## config.mk

```make
export PLATFORM = sky130hd
export DESIGN_NAME = gpio_port_boot_strap_mux
export DESIGN_NICKNAME = d
export VERILOG_FILES = /design/src/verilog/gpio_port_pkg.sv /design/src/verilog/pin_sync.sv /design/src/verilog/strap_capture.sv /design/src/verilog/gpio_port_boot_strap_mux.sv
export SDC_FILE = /design/constraint.sdc
export NUM_CORES = 1
export LEC_CHECK = 0
export BUFFER_PORTS_ARGS = -buffer_cell sky130_fd_sc_hd__buf_2
export CORE_ASPECT_RATIO = 1.25
export CORE_MARGIN = 1.5
export CORE_UTILIZATION = 35
export DETAILED_ROUTE_END_ITERATION = 8
export GPL_TIMING_DRIVEN = 0
export SYNTH_ARGS = -nofsm -noshare
export SYNTH_HDL_FRONTEND = slang
export SYNTH_SLANG_ARGS = --single-unit
```

## constraint.sdc

```tcl
create_clock -name clk_i -period 4.2 [get_ports clk_i]
set_input_delay 0.21 -clock clk_i [delete_from_list [all_inputs] [get_ports clk_i]]
set_output_delay 0.21 -clock clk_i [all_outputs]
set_load 0.03 [all_outputs]
```

## src/verilog/gpio_port_pkg.sv

```systemverilog
package gpio_port_pkg;

  // ****************************************************************
  // Register map (byte addresses on APB)
  // ****************************************************************
  localparam int ADDR_W = 4;
  localparam logic [3:0] OFS_DIRECTION = 4'h0;
  localparam logic [3:0] OFS_VALUE = 4'h4;
  localparam logic [3:0] OFS_STATUS = 4'h8;
  localparam logic [3:0] OFS_CONTROL = 4'hC;

  // ****************************************************************
  // Field positions and reset values
  // ****************************************************************
  localparam int PORT_W = 8;
  localparam int BOOT_LSB = 0;
  localparam int BOOT_W = 3;
  localparam int PIN_SERIAL_A = 3;
  localparam int PIN_HANDSHAKE = 4;
  localparam int PIN_SERIAL_B = 5;
  localparam int PIN_SERIAL_SEL = 7;
  localparam int STAT_STRAP_SEL = 3;
  localparam int STAT_STRAP_VALID = 4;
  localparam int STAT_BOOT_DONE = 5;
  localparam int CTRL_BOOT_DONE = 0;
  localparam logic [7:0] DIRECTION_RST = 8'h00;
  localparam logic [7:0] VALUE_RST = 8'h00;

  // ****************************************************************
  // Timing: strap sampling waits for the pin synchroniser to fill
  // ****************************************************************
  localparam int CLK_PERIOD_NS = 10;
  localparam int SYNC_STAGES = 2;
  localparam logic [1:0] STRAP_SETTLE_CYCLES = 2'h3;

  // Boot codes that use the handshake pin (one bit per code)
  localparam logic [7:0] HANDSHAKE_MODES = 8'hF0;

endpackage

```

## src/verilog/pin_sync.sv

```systemverilog
module pin_sync #(
  parameter int WIDTH = 8
) (
  input wire logic clk_i, // System clock
  input wire logic nrst_i, // Async reset, active low
  input wire logic cen_i, // Clock enable
  input wire logic [WIDTH-1:0] pin_i, // Raw pin levels
  output logic [WIDTH-1:0] sync_o // Synchronised levels
);

  logic [WIDTH-1:0] meta_reg;
  logic [WIDTH-1:0] sync_reg;

  // Two-flop synchroniser; first stage feeds only the second
  always_ff @(posedge clk_i or negedge nrst_i) begin
    if (!nrst_i) begin
      meta_reg <= '0;
      sync_reg <= '0;
    end else if (cen_i) begin
      meta_reg <= pin_i;
      sync_reg <= meta_reg;
    end
  end

  assign sync_o = sync_reg;

endmodule

```

## src/verilog/strap_capture.sv

```systemverilog
module strap_capture (
  input wire logic clk_i, // System clock
  input wire logic nrst_i, // Async reset, active low
  input wire logic cen_i, // Clock enable
  input wire logic [7:0] pin_sync_i, // Synchronised pin levels
  output logic valid_o, // Straps have been taken
  output logic [2:0] boot_code_o, // Captured boot-mode code
  output logic serial_sel_o // Captured serial-function strap
);

  logic [1:0] settle_reg;
  logic valid_reg;
  logic [2:0] code_reg;
  logic sel_reg;
  logic take;

  // Take the straps once the synchroniser holds post-release levels
  assign take = !valid_reg && (settle_reg == gpio_port_pkg::STRAP_SETTLE_CYCLES);

  // Settle counter, then one-time capture held until next reset
  always_ff @(posedge clk_i or negedge nrst_i) begin
    if (!nrst_i) begin
      settle_reg <= 2'h0;
      valid_reg <= 1'b0;
      code_reg <= 3'h0;
      sel_reg <= 1'b0;
    end else if (cen_i) begin
      if (!valid_reg && !take) begin
        settle_reg <= settle_reg + 2'h1;
      end
      if (take) begin
        valid_reg <= 1'b1;
        code_reg <= pin_sync_i[2:0];
        sel_reg <= pin_sync_i[gpio_port_pkg::PIN_SERIAL_SEL];
      end
    end
  end

  assign valid_o = valid_reg;
  assign boot_code_o = code_reg;
  assign serial_sel_o = sel_reg;

endmodule

```

## src/verilog/gpio_port_boot_strap_mux.sv

```systemverilog
module gpio_port_boot_strap_mux #(
  parameter int PORT_W = gpio_port_pkg::PORT_W,
  parameter logic [7:0] HANDSHAKE_MODES = gpio_port_pkg::HANDSHAKE_MODES
) (
  input wire logic clk_i, // System clock, 100 MHz
  input wire logic nrst_i, // Async reset, active low
  input wire logic cen_i, // Clock enable, freezes state
  input wire logic psel_i, // APB select
  input wire logic penable_i, // APB enable
  input wire logic pwrite_i, // APB write
  input wire logic [3:0] paddr_i, // APB byte address
  input wire logic [31:0] pwdata_i, // APB write data
  output logic [31:0] prdata_o, // APB read data
  output logic pready_o, // APB ready
  output logic pslverr_o, // APB error
  input wire logic [7:0] gpio_in_i, // Pin levels from pads
  output logic [7:0] gpio_out_o, // Pin drive levels
  output logic [7:0] gpio_oe_o, // Pin output enables
  input wire logic boot_handshake_i, // Handshake level from boot loader
  input wire logic serial2_tx_clock_i, // Serial port transmit clock
  input wire logic serial2_tx_frame_sync_i, // Serial port frame sync
  output logic [2:0] boot_select_strap_o, // Captured boot-mode code
  output logic strap_valid_o, // Boot code captured
  output logic boot_active_o // Bootload in progress
);

  // ****************************************************************
  // Pin synchronisation and strap capture
  // ****************************************************************
  logic [7:0] pin_sync;
  logic strap_valid;
  logic [2:0] boot_code;
  logic serial_sel;

  pin_sync #(
    .WIDTH(8)
  ) u_sync (
    .clk_i(clk_i),
    .nrst_i(nrst_i),
    .cen_i(cen_i),
    .pin_i(gpio_in_i),
    .sync_o(pin_sync)
  );

  strap_capture u_strap (
    .clk_i(clk_i),
    .nrst_i(nrst_i),
    .cen_i(cen_i),
    .pin_sync_i(pin_sync),
    .valid_o(strap_valid),
    .boot_code_o(boot_code),
    .serial_sel_o(serial_sel)
  );

  // ****************************************************************
  // Registers
  // ****************************************************************
  logic [7:0] port_direction_reg;
  logic [7:0] port_value_reg;
  logic boot_done_reg;
  logic [31:0] prdata_reg;
  logic pready_reg;
  logic pslverr_reg;
  logic [7:0] out_reg;
  logic [7:0] oe_reg;
  logic [2:0] strap_out_reg;
  logic strap_valid_reg;
  logic boot_active_reg;

  // ****************************************************************
  // Bus decode
  // ****************************************************************
  logic setup_phase;
  logic access_done;
  logic wr_done;
  logic hit_direction;
  logic hit_value;
  logic hit_status;
  logic hit_control;
  logic addr_mapped;
  logic [7:0] value_readback;
  logic [7:0] status_word;
  logic [31:0] read_data;
  // Write strobes and per-register read words
  logic wr_direction;
  logic wr_value;
  logic wr_control;
  logic [31:0] rd_direction_word;
  logic [31:0] rd_value_word;
  logic [31:0] rd_status_word;
  logic [31:0] rd_control_word;

  // ****************************************************************
  // Helper functions
  // ****************************************************************

  // One-hot pin mask for a bit position
  function automatic logic [7:0] pin_mask(input int pos);
    logic [7:0] mask;
    mask = 8'h00;
    mask[pos] = 1'b1;
    return mask;
  endfunction

  // Byte address matches a register offset
  function automatic logic reg_hit(input logic [3:0] addr, input logic [3:0] ofs);
    return addr == ofs;
  endfunction

  // Zero-extend a byte-wide register view to the bus word
  function automatic logic [31:0] word_of(input logic [7:0] field);
    return {24'h0, field};
  endfunction

  // Setup and completing-access strobes
  assign setup_phase = psel_i && !penable_i;
  assign access_done = psel_i && penable_i && pready_reg;
  assign wr_done = access_done && pwrite_i;

  // Exact decode of all four byte-address bits
  assign hit_direction = reg_hit(paddr_i, gpio_port_pkg::OFS_DIRECTION);
  assign hit_value = reg_hit(paddr_i, gpio_port_pkg::OFS_VALUE);
  assign hit_status = reg_hit(paddr_i, gpio_port_pkg::OFS_STATUS);
  assign hit_control = reg_hit(paddr_i, gpio_port_pkg::OFS_CONTROL);
  assign addr_mapped = hit_direction || hit_value || hit_status || hit_control;

  // ****************************************************************
  // Register write strobes
  // ****************************************************************
  assign wr_direction = wr_done && hit_direction;
  assign wr_value = wr_done && hit_value;
  assign wr_control = wr_done && hit_control;

  // Inputs show pin level, outputs show latched value
  assign value_readback = (port_direction_reg & port_value_reg)
                        | (~port_direction_reg & pin_sync);

  // Strap and boot state view, bit positions from the package
  always_comb begin
    status_word = 8'h00;
    status_word[gpio_port_pkg::BOOT_LSB +: gpio_port_pkg::BOOT_W] = boot_code;
    status_word[gpio_port_pkg::STAT_STRAP_SEL] = serial_sel;
    status_word[gpio_port_pkg::STAT_STRAP_VALID] = strap_valid;
    status_word[gpio_port_pkg::STAT_BOOT_DONE] = boot_done_reg;
  end

  // Per-register read words
  assign rd_direction_word = word_of(port_direction_reg);
  assign rd_value_word = word_of(value_readback);
  assign rd_status_word = word_of(status_word);
  assign rd_control_word = {31'h0, boot_done_reg};

  // Read mux; unmapped reads return zero
  assign read_data = hit_direction ? rd_direction_word :
                     hit_value ? rd_value_word :
                     hit_status ? rd_status_word :
                     hit_control ? rd_control_word : 32'h0;

  // APB answer: ready one cycle after setup, zero wait in access
  always_ff @(posedge clk_i or negedge nrst_i) begin
    if (!nrst_i) begin
      pready_reg <= 1'b0;
      pslverr_reg <= 1'b0;
      prdata_reg <= 32'h0;
    end else if (cen_i) begin
      if (setup_phase) begin
        pready_reg <= 1'b1;
        pslverr_reg <= !addr_mapped;
        prdata_reg <= pwrite_i ? 32'h0 : read_data;
      end else begin
        pready_reg <= 1'b0;
        pslverr_reg <= 1'b0;
      end
    end
  end

  // ****************************************************************
  // Software-visible port state
  // ****************************************************************

  // Direction and value registers
  always_ff @(posedge clk_i or negedge nrst_i) begin
    if (!nrst_i) begin
      port_direction_reg <= gpio_port_pkg::DIRECTION_RST;
      port_value_reg <= gpio_port_pkg::VALUE_RST;
    end else if (cen_i) begin
      if (wr_direction) begin
        port_direction_reg <= pwdata_i[7:0];
      end
      if (wr_value) begin
        port_value_reg <= pwdata_i[7:0];
      end
    end
  end

  // Boot completion flag, set by the loaded program, sticky
  always_ff @(posedge clk_i or negedge nrst_i) begin
    if (!nrst_i) begin
      boot_done_reg <= 1'b0;
    end else if (cen_i) begin
      if (wr_control && pwdata_i[gpio_port_pkg::CTRL_BOOT_DONE]) begin
        boot_done_reg <= 1'b1;
      end
    end
  end

  // ****************************************************************
  // Pin function selection
  // ****************************************************************
  logic booting;
  logic handshake_on;
  logic serial_on;
  logic [7:0] port_oe;
  logic [7:0] pin_oe_next;
  logic [7:0] pin_out_next;
  logic [7:0] serial_mask;
  logic [7:0] boot_pins;
  logic [7:0] serial_pins;

  // Boot-mode pins, held as inputs while the loader runs
  assign boot_pins = pin_mask(gpio_port_pkg::BOOT_LSB)
                   | pin_mask(gpio_port_pkg::BOOT_LSB + 1)
                   | pin_mask(gpio_port_pkg::BOOT_LSB + 2);

  // Shared pins that the serial port can take over
  assign serial_pins = pin_mask(gpio_port_pkg::PIN_SERIAL_A)
                     | pin_mask(gpio_port_pkg::PIN_SERIAL_B);

  // Bootload window and handshake-using boot modes
  assign booting = strap_valid && !boot_done_reg;
  assign handshake_on = booting && HANDSHAKE_MODES[boot_code];
  assign serial_on = strap_valid && serial_sel;

  // Serial-owned bits are removed from port control
  assign serial_mask = serial_on ? serial_pins : 8'h00;

  // All pins held as inputs until straps are taken, boot pins until boot done
  assign port_oe = !strap_valid ? 8'h00 :
                   booting ? (port_direction_reg & ~boot_pins) :
                   port_direction_reg;

  // Output enable per pin
  always_comb begin
    pin_oe_next = port_oe & ~serial_mask;
    pin_out_next = port_value_reg & ~serial_mask;
    if (serial_on) begin
      pin_oe_next[gpio_port_pkg::PIN_SERIAL_A] = 1'b1;
      pin_out_next[gpio_port_pkg::PIN_SERIAL_A] = serial2_tx_clock_i;
      pin_oe_next[gpio_port_pkg::PIN_SERIAL_B] = 1'b1;
      pin_out_next[gpio_port_pkg::PIN_SERIAL_B] = serial2_tx_frame_sync_i;
    end
    if (handshake_on) begin
      pin_oe_next[gpio_port_pkg::PIN_HANDSHAKE] = 1'b1;
      pin_out_next[gpio_port_pkg::PIN_HANDSHAKE] = boot_handshake_i;
    end
  end

  // Registered pin drive and status outputs
  always_ff @(posedge clk_i or negedge nrst_i) begin
    if (!nrst_i) begin
      out_reg <= 8'h00;
      oe_reg <= 8'h00;
      strap_out_reg <= 3'h0;
      strap_valid_reg <= 1'b0;
      boot_active_reg <= 1'b0;
    end else if (cen_i) begin
      out_reg <= pin_out_next;
      oe_reg <= pin_oe_next;
      strap_out_reg <= boot_code;
      strap_valid_reg <= strap_valid;
      boot_active_reg <= booting;
    end
  end

  // ****************************************************************
  // Outputs
  // ****************************************************************
  assign prdata_o = prdata_reg;
  assign pready_o = pready_reg;
  assign pslverr_o = pslverr_reg;
  assign gpio_out_o = out_reg;
  assign gpio_oe_o = oe_reg;
  assign boot_select_strap_o = strap_out_reg;
  assign strap_valid_o = strap_valid_reg;
  assign boot_active_o = boot_active_reg;

endmodule

```

Yosys cells after proc, flatten, opt, wreduce, memory -nomap -nowiden
Memories as Yosys holds them, arrays and structs flattened.
Cells that the tools add are included.
W data, S select, Z words.
{ "classes": {"n_addsub": 1, "order_cmp": 1, "eq_ne": 4, "mux": 17, "bitwise": 7, "reduce_logical": 28} }
{ "ops": {"columns": ["cell", "n"], "rows": [
  ["$and A8 B8 Y8", 4],
  ["$mux W8", 4],
  ["$logic_and A1 B1 Y1", 13],
  ["$mux W6", 2],
  ["$reduce_and A2 Y1", 6],
  ["$mux W1", 10],
  ["$eq A4 B4 Y1 const B", 2],
  ["$not A6 Y8", 1],
  ["$not A8 Y8", 1],
  ["$or A8 B8 Y8", 1],
  ["$logic_not A1 Y1", 5],
  ["$eq A4 B3 Y1 const B", 1],
  ["$logic_not A4 Y1", 1],
  ["$lt A3 B4 Y1 const B", 1],
  ["$logic_or A1 B1 Y1", 3],
  ["$mux W3", 1],
  ["$add A2 B1 Y2 const B", 1],
  ["$eq A2 B2 Y1 const B", 1]
]} }
{ "word_totals": {"register_bits": 95, "mem_bits_ro": 8, "inputBits": 53, "out_inout_bits": 55, "elab_cells": 76, "mem_count": 1} }
{ "mem_list": {"columns": ["memory", "depth", "width", "rd", "rd_clocked_by_memory_dff", "wr", "line_no", "rtl"], "rows": [
  ["(name not given)", 8, 1, 1, 0, 0, "gpio_port_boot_strap_mux.sv:231", "assign handshake_on = booting && HANDSHAKE_MODES[boot_code];"]
]} }

Depth between registers and ports, before layout
Gate-level depths: netlist of the first run.
{ "logic_depth": {"depth_word": 6, "mapped_depth": 5, "mapped_depth_nobuf": 3} }

Hierarchy
From an unflattened synthesis of the first run, not the netlist that was laid out.
{ "unflattened": {"hier_cells": 263, "area_unflattened_um2": 3316.9} }
{ "modules_own_cells": {"columns": ["module", "instances", "cells_each", "area_each_um2", "seq_area_each_um2"], "rows": [
  ["gpio_port_boot_strap_mux", 1, 212, 2352.3, 1201.2],
  ["pin_sync", 1, 34, 649.4, 400.4],
  ["strap_capture", 1, 17, 315.3, 175.2]
]} }

Worst setup path after synthesis of the first run
Ideal clock, no wire load.
{ "synth_timing": {"path_kind": "input to register", "start": "in paddr_i[1]", "end": "reg port_direction_reg[0]", "setup_ns": 0.125, "t_arrival_ns": 1.803, "t_required_ns": 4.075, "slack_ns": 2.272, "cell_stages": 5, "n_path_buf": 2, "path_cell_list": "or4_1 buf_2 or4_4 buf_6 mux2_4"} }
{ "synth_via": {"elab_chain_cells": 3} }
{ "synth_lines": {"columns": ["element", "line_no", "rtl"], "rows": [
  ["start, declared", "gpio_port_boot_strap_mux.sv:11", "input wire logic [3:0] paddr_i,"],
  ["$logic_not A4 Y1", "gpio_port_boot_strap_mux.sv:107", "return addr == ofs;"],
  ["$logic_and A1 B1 Y1", "gpio_port_boot_strap_mux.sv:130", "assign wr_direction = wr_done && hit_direction;"],
  ["$reduce_and A2 Y1 (no source line)", null, null],
  ["end signal, assigned", "gpio_port_boot_strap_mux.sv:184", "port_direction_reg <= gpio_port_pkg::DIRECTION_RST;"],
  ["end signal, assigned", "gpio_port_boot_strap_mux.sv:188", "port_direction_reg <= pwdata_i[7:0];"],
  ["end, declared", "gpio_port_boot_strap_mux.sv:58", "logic [7:0] port_direction_reg;"]
]} }
Every way passes these cells.
A chain may end at the register's enable or synchronous reset.

Worst setup path after layout of the first run
{ "layout_timing": {"start": "in paddr_i[1]", "end": "reg port_direction_reg[1]"} }
Same word-level chain as after synthesis.

==> results of run 1 <==
## worst min-delay path by stage
| stage | end | start |
|---|---|---|
| floorplan | boot_active_o | nrst_i |
| global placement | u_sync.meta_reg[5] | gpio_in_i[5] |
| detailed placement | gpio_oe_o[6] | nrst_i |
| CTS | gpio_oe_o[3] | nrst_i |
| global route | gpio_oe_o[5] | nrst_i |
| finish | gpio_out_o[3] | nrst_i |
## cells in the final DEF (no fill, tap or decap), types with 4 or more instances in the layout
cell | netlist | final
sky130_fd_sc_hd__nor2_1 | 6 | 6
sky130_fd_sc_hd__buf_2 | 1 | 59
sky130_fd_sc_hd__dfrtp_1 | 71 | 71
sky130_fd_sc_hd__mux2_2 | 39 | 39
sky130_fd_sc_hd__clkbuf_8 | 0 | 4
sky130_fd_sc_hd__a2bb2oi_1 | 4 | 4
sky130_fd_sc_hd__nand2_1 | 17 | 17
sky130_fd_sc_hd__mux2_4 | 8 | 8
sky130_fd_sc_hd__inv_1 | 14 | 14
sky130_fd_sc_hd__clkbuf_16 | 0 | 9
sky130_fd_sc_hd__clkbuf_1 | 6 | 6
sky130_fd_sc_hd__o21ai_0 | 7 | 7
sky130_fd_sc_hd__conb_1 | 1 | 24
sky130_fd_sc_hd__a21oi_1 | 6 | 6
sky130_fd_sc_hd__mux2i_1 | 8 | 8
sky130_fd_sc_hd__buf_4 | 24 | 25
## area by class of cell
| type | instances | area [µm²] | share of cell area |
|---|---|---|---|
| flip-flops and latches | 71 | 1777 | 0.4354 |
| multi-input cells | 164 | 1274 | 0.3122 |
| clock buffers | 13 | 280.3 | 0.06869 |
| plain buffers | 35 | 230.2 | 0.05642 |
| well taps | 123 | 153.9 | 0.03772 |
| inverters | 14 | 52.55 | 0.01288 |
| clock inverters | 3 | 15.01 | 0.003680 |
| repair buffers | 59 | 297.8 | 0.07298 |
## kinds of logic after synthesis
kind of cell | after synthesis
adders and majority gates | 1
other | 1
xor gates and xnor gates | 1
AOI/OAI and AO/OA | 36
buffers and inverters | 49
muxes | 55
and+or+nand+nor | 47
DFF | 71
## power by group
part           total (mW)  internal, mW  switching [mW]
Combinational       0.184        0.0725           0.111
Clock               0.734         0.461           0.273
Sequential          0.743         0.719          0.0239
Total                1.66          1.25           0.408
## metrics by stage
step / setup WS, ns / instances / hold slack [ns] / power, mW / util
floorplan: 2.272 / 284 / -0.08559 / 0.8752 / -
global placement: 2.094 / 466 / 0.4437 / 0.9354 / 0.4167
detailed placement: 2.076 / 466 / 0.3982 / 0.9407 / 0.4170
CTS: 2.430 / 482 / 0.03921 / 1.682 / 0.4495
global route: 2.383 / 482 / 0.07825 / 1.732 / 0.4495
finish: 2.416 / 482 / 0.01440 / 1.661 / 0.4495
## critical path, delay by kind of cell
kind | cells | cell delay [ns]
and+or+nand+nor | 2 | 1.02
buffers and inverters | 3 | 0.46
muxes | 1 | 0.30
## per-layer routing
layer / global-route usage / up-vias
li1: - / 1060
met2: 0.2576 / 80
met1: 0.1978 / 1072
met4: 0.08513 / 2
met5: 0 / -
met3: 0.04393 / 17
==> results.md, run 1 <==
| Metric | Value | Unit |
|---|---|---|
| Run status | complete, no violations | - |
| Routed metal-1 wirelength | 3084 | µm |
| Clock sink total | 71 | - |
| Maximum fanout encountered on the critical timing path | 8 | - |
| Final setup vio count | 0 | - |
| Portion of synthesized cell area occupied by the leading cell type | 0.5472 | - |
| First-pass GRT wire length | 11670 | µm |
| Max-slew violation count | 0 | - |
| Worst rel slew slack | 0.4096 | - |
| Min Clock Period, post-route | 1.784 | ns |
| Fraction of the mapped netlist area in simple logic gates | 0.08131 | - |
| Endpoint of the worst setup timing path | port_direction_reg[1] | - |
| Vias per std cell | 4.629 | - |
| Setup total negative slack | 0 | ns |
| Top cells by count, synth | 71 x sky130_fd_sc_hd__dfrtp_1, 39 x sky130_fd_sc_hd__mux2_2, 24 x sky130_fd_sc_hd__buf_4, 17 x sky130_fd_sc_hd__nand2_1, 14 x sky130_fd_sc_hd__inv_1 | - |
| Data required time at the worst endpoint | 4.42 | ns |
| Async set-reset flop share out of synthesis | 1.000 | - |
| I/O pin count | 108 | - |
| Initial Util | 0.3577 | - |
| DR DRC count | 0 | - |
| Library cell occupying the most area in the post-synthesis netlist | sky130_fd_sc_hd__dfrtp_1 | - |
| Vias after detailed routing | 2231 | - |
| Layout-stage area growth over the synthesis result | 25.66 | % |
| Static Leak | 2.089 | nW |
| Most common cell type on the critical path | sky130_fd_sc_hd__buf_2 | - |
| Total non-filler cell area in the finished layout | 4080 | µm² |
| CTS tree | done | - |
| Routed wl met3 | 399 | µm |
| Crit path arrival time | 2.00 | ns |
| Post-CTS resize count | 0 | - |
| Fill cell count | 877 | - |
| Number of cells on the worst reg-to-reg path | 3 | - |
| Synthesis-stage register bit count | 71 | - |
| Critical Path Slowest Stage Cell | sky130_fd_sc_hd__or4_4 | - |
| Portion of the post-synthesis area used by sequential elements | 0.5472 | - |
| Horizontal die dimension | 89.15 | µm |
| Total length of routed wires | 7451 | µm |
| H-tree level count | 3 | - |
| Setup crit end kind | flop | - |
| Initial antenna violation count | 1 | - |
| Primary FF master, synth | sky130_fd_sc_hd__dfrtp_1 | - |
| Setup slack of the most critical reg-to-reg path | 2.48 | ns |
| Endpoint of the lowest-slack register-to-register path | port_value_reg[6] | - |
| Wire length per cell after detailed routing | 15.46 | µm |
| Number of global-route vias before repair | 2191 | - |
| Fraction of layout cells with a size suffix above 1 | 0.4318 | - |
| Worst supply voltage drop on vdd | 0.1582 | mV |
| Setup Crit Path Kind | primary input to flop | - |
| Clock transition at the register clock pins on the worst setup and hold paths after CTS | 0.06 | ns |
| Leading cell type by number of instances after synthesis | sky130_fd_sc_hd__dfrtp_1 | - |
| Number of flops mapped to enable cells by yosys | 0 | - |
| Startpoint types | primary input | - |
| Syn Inst Count | 261 | - |
| Clock Tree Root | sky130_fd_sc_hd__clkbuf_16 | - |
| Number of synthesis warnings | 0 | - |
| Netlist cell types | 44 | - |
| DRT iter0 DRCs | 125 | - |
| Worst clock skew on the final layout | 0.006293 | ns |
| Post-CTS Repair Setup Buffers | 0 | - |
| Complex-gate fraction of the synthesized area | 0.07977 | - |
| Mean instance size in the synthesized netlist | 12.44 | µm² |
| Remaining antenna violation count after routing | 0 | - |
| XOR/XNOR share of the synthesized area | 0.002697 | - |
| Largest buffer count on any clock path | 2 | - |
| Ant diodes | 0 | - |
| Die Y | 110.7 | µm |
| Power Dens Cells | 407.1 | nW/µm² |
| Cell chain of the critical path | buf_2 > or4_1 > buf_2 > or4_4 > buf_6 > mux2_4 | - |
| Adder-cell share of the synthesized area | 0.003854 | - |
| Setup repair after global routing missed its margin | false | - |
| Top routing layer in use | met5 | - |
| Maximum frequency from static timing analysis | 560.7 | MHz |
| Global route total overflow | 0 | - |
| Port buffer count | 59 | - |
| Tcrit/Tclk final | 0.4247 | - |
| Post-Synthesis Cell Area | 3247 | µm² |
| Portion of netlist area occupied by mux cells | 0.1969 | - |
| Cells taking the most area after synthesis | sky130_fd_sc_hd__dfrtp_1 55%, sky130_fd_sc_hd__mux2_2 14%, sky130_fd_sc_hd__buf_4 5.5%, sky130_fd_sc_hd__mux2_4 3.7%, sky130_fd_sc_hd__mux2i_1 2.5% | - |
| Final net count | 408 | - |
| Worst Max-Slew Pin Slew | 0.8855 | ns |
| Timing startpoint of the critical path | paddr_i[1] | - |
| Quantity of hold-fixing buffers added after cts | 0 | - |
| CP peak stage delay | 0.52 | ns |
| Max-capacitance violation count | 0 | - |
| Largest family of logic cells by synthesized area | multiplexers | - |
| Post-DP HPWL | 5579 | µm |
| Core footprint | 9076 | µm² |
| Detailed-routing iteration count for the pre-antenna-repair pass | 4 | - |
| Gpl congestion | 0.9073 | - |
| Cell area after placement | 3785 | µm² |
| Worst min path class | primary input to async pin | - |
| Std-Cell Rows | 39 | - |
| Pin count of the biggest net entering global routing | 72 | - |
| Final Hold Violating Endpoints | 0 | - |
| Insertion delay to the later sink of the worst-skew pair | 0.33 | ns |
| Detailed-routed wire length on met2 | 3748 | µm |
| Die Area | 9867 | µm² |
| Global-route usage over all layers | 0.1623 | - |
| Startpoint of the most critical register-to-register path | pready_o | - |
| Number of buffers inserted during clock tree synthesis | 9 | - |
(Power assumes the default switching activity.)
==> run 2, diff against run 1 <==
==> constraint.sdc (replaced) <==
create_clock -name clk_i -period 1.7 [get_ports clk_i]
set_input_delay 0.085 -clock clk_i [delete_from_list [all_inputs] [get_ports clk_i]]
set_output_delay 0.085 -clock clk_i [all_outputs]
set_load 0.03 [all_outputs]
==> run 2 against run 1 <==
  * Final cell count increased by 2.7%
  * Die area unchanged
  * Worst hold slack got worse by 0.0033 ns
  * Design area increased by 3.5%
  * Clock skew decreased by 0.0014 ns
  * Register-to-register slack got worse by 2.3 ns
  * Sequential share of layout area decreased by 1.5 points
  * Non-clock buffer count increased by 13
  * First-iteration DRC count decreased by 30%
  * Clock-buffer cell count decreased by 3
  * Global-route usage increased by 0.38 points
==> results.md, run 2 (synthesis results as in run 1) <==
| Metric | Value | Unit |
|---|---|---|
| Most common cell after layout, fill and taps aside | sky130_fd_sc_hd__dfrtp_1 | - |
| Core footprint | 9076 | µm² |
| Final setup vio count | 0 | - |
| Max-slew violation count | 0 | - |
| Port buffer count | 59 | - |
| Number of buffers inserted during clock tree synthesis | 9 | - |
| Worst supply voltage drop on vdd | 0.5493 | mV |
| Wire length per cell after detailed routing | 15.23 | µm |
| Vias per std cell | 4.477 | - |
| H-tree level count | 3 | - |
| Commonest cells after routing, fill and taps aside | 71 x sky130_fd_sc_hd__dfrtp_1, 59 x sky130_fd_sc_hd__buf_2, 39 x sky130_fd_sc_hd__mux2_2, 25 x sky130_fd_sc_hd__buf_4, 24 x sky130_fd_sc_hd__conb_1 | - |
| Worst rel slew slack | 0.3942 | - |
| Ant diodes | 0 | - |
| Clock sink total | 71 | - |
| Post-DP HPWL | 5545 | µm |
| CTS tree | done | - |
| Clock transition at the register clock pins on the worst setup and hold paths after CTS | 0.06 | ns |
| Min Clock Period, post-route | 1.564 | ns |
| Final net count | 421 | - |
| Met1 demand-to-capacity share in global routing | 0.2065 | - |
| Setup repair after global routing missed its margin | false | - |
| Run status | complete, no violations | - |
| DRT iter0 DRCs | 87 | - |
| Post-route total power | 4.167 | mW |
| Global-route usage over all layers | 0.1661 | - |
| Power Dens Cells | 986.4 | nW/µm² |
| Setup Crit Path Kind | primary input to flop | - |
| Worst Max-Slew Pin Slew | 0.9087 | ns |
| Largest buffer count on any clock path | 2 | - |
| Clock Tree Root | sky130_fd_sc_hd__clkbuf_16 | - |
| Startpoint types | primary input | - |
| Static Leak | 2.149 | nW |
| Layout-stage area growth over the synthesis result | 30.10 | % |
| Fraction of layout cells with a size suffix above 1 | 0.4167 | - |
| Detailed-routing iteration count for the pre-antenna-repair pass | 4 | - |
| Met2 capacity usage during global routing | 0.2737 | - |
| Most crowded layer after global routing | met2 | - |
| Setup total negative slack | 0 | ns |
| Horizontal die dimension | 89.15 | µm |
| Insertion delay to the later sink of the worst-skew pair | 0.33 | ns |
| Final Hold Violating Endpoints | 0 | - |
| Initial antenna violation count | 0 | - |
| Pin count of the biggest net entering global routing | 72 | - |
| Max-capacitance violation count | 0 | - |
| Die Y | 110.7 | µm |
| Maximum frequency from static timing analysis | 639.4 | MHz |
| Data required time at the worst endpoint | 1.91 | ns |
| I/O pin count | 108 | - |
| Worst clock skew on the final layout | 0.004909 | ns |
| Maximum fanout encountered on the critical timing path | 8 | - |
| Number of global-route vias before repair | 2197 | - |
| Crit path arrival time | 1.78 | ns |
| Total length of routed wires | 7537 | µm |
| Remaining antenna violation count after routing | 0 | - |
| Initial Util | 0.3577 | - |
| Post-CTS Repair Setup Buffers | 0 | - |
| Tcrit/Tclk final | 0.9200 | - |
| Die Area | 9867 | µm² |
| First-pass GRT wire length | 11940 | µm |
| Worst min path class | primary input to flop | - |
| DR DRC count | 0 | - |
| Vias after detailed routing | 2216 | - |
| Global route total overflow | 0 | - |
| Std-Cell Rows | 39 | - |
| Setup crit end kind | flop | - |
| Met3 demand-to-capacity share in global routing | 0.04914 | - |
| Gpl congestion | 0.8713 | - |
[run 2: changes by cell type in the layout (fill, tap and decap cells not counted)]
cell                            change
sky130_fd_sc_hd__buf_8              +1
sky130_fd_sc_hd__clkinvlp_4         +2
sky130_fd_sc_hd__buf_6              -1
sky130_fd_sc_hd__dlygate4sd3_1     +13
sky130_fd_sc_hd__clkbuf_8           -3
sky130_fd_sc_hd__bufinv_16          +1
sky130_fd_sc_hd__nor3_4             +1
sky130_fd_sc_hd__nor3_2             -1
[run 2: layout make-up]
| class | instances | area (µm²) |
|---|---|---|
| Buffer | 35 | 234.0 |
| Clock buffer | 10 | 239.0 |
| Clock inverter | 6 | 60.06 |
| Fill cell | 864 | 4852 |
| Inverter | 14 | 52.55 |
| Multi-Input combinational cell | 164 | 1280 |
| Sequential cell | 71 | 1777 |
| Tap cell | 123 | 153.9 |
| Timing Repair Buffer | 72 | 427.9 |
[run 2: worst paths after layout]
kind | slack [ns] | cells after the start | from | endpoint
worst max-delay path | 0.14 | 6 | paddr_i[3] | port_direction_reg[5]
worst min-delay path | 0.01 | 2 | pwdata_i[2] | port_direction_reg[2]
worst max register to register | 0.15 | 4 | pready_o | port_direction_reg[5]
worst min register to register | 0.48 | 1 | u_strap.settle_reg[0] | u_strap.settle_reg[0]
max in group asynchronous | 0.67 | 2 | nrst_i | gpio_oe_o[6]
min in group asynchronous | 0.43 | 2 | nrst_i | u_sync.sync_o[2]
[run 2: what timing repair did]
action	in CTS	in global routing
resized for setup	1	0
setup endpoints to repair	8	0
hold endpoints to repair	86	0
hold buffers	13	0
[run 2: report_power, final]
| part | total [mW] | switching (mW) | internal [mW] |
|---|---|---|---|
| clock | 1.85 | 0.687 | 1.17 |
| combinational | 0.477 | 0.278 | 0.199 |
| sequential | 1.84 | 0.0607 | 1.78 |
| total | 4.17 | 1.03 | 3.14 |
[run 2: critical path, stage by stage]
cell                     delay (ns)
sky130_fd_sc_hd__buf_2         0.16
sky130_fd_sc_hd__or4_1         0.46
sky130_fd_sc_hd__buf_2         0.18
sky130_fd_sc_hd__or4_4         0.43
sky130_fd_sc_hd__buf_8         0.17
sky130_fd_sc_hd__mux2_4        0.30
[run 2: per-stage QoR]
step	setup slack, ns	cell area [µm²]	utilization	std cells	hold slack, ns
global placement	-0.2931	3786	0.4171	466	0.3206
floorplan	-0.01493	3337	-	284	-0.2106
detailed placement	-0.2640	3789	0.4174	466	0.2723
CTS	0.1318	4224	0.4654	495	0.00007069
finish	0.1361	4224	0.4654	495	0.01105
global route	0.08966	4224	0.4654	495	0.005252
[run 2: per-layer routing]
layer | share of wire | vias up
met5 | 0 | -
met4 | 0.011 | 0
met3 | 0.052 | 5
met2 | 0.51 | 63
met1 | 0.43 | 1061
li1 | - | 1087
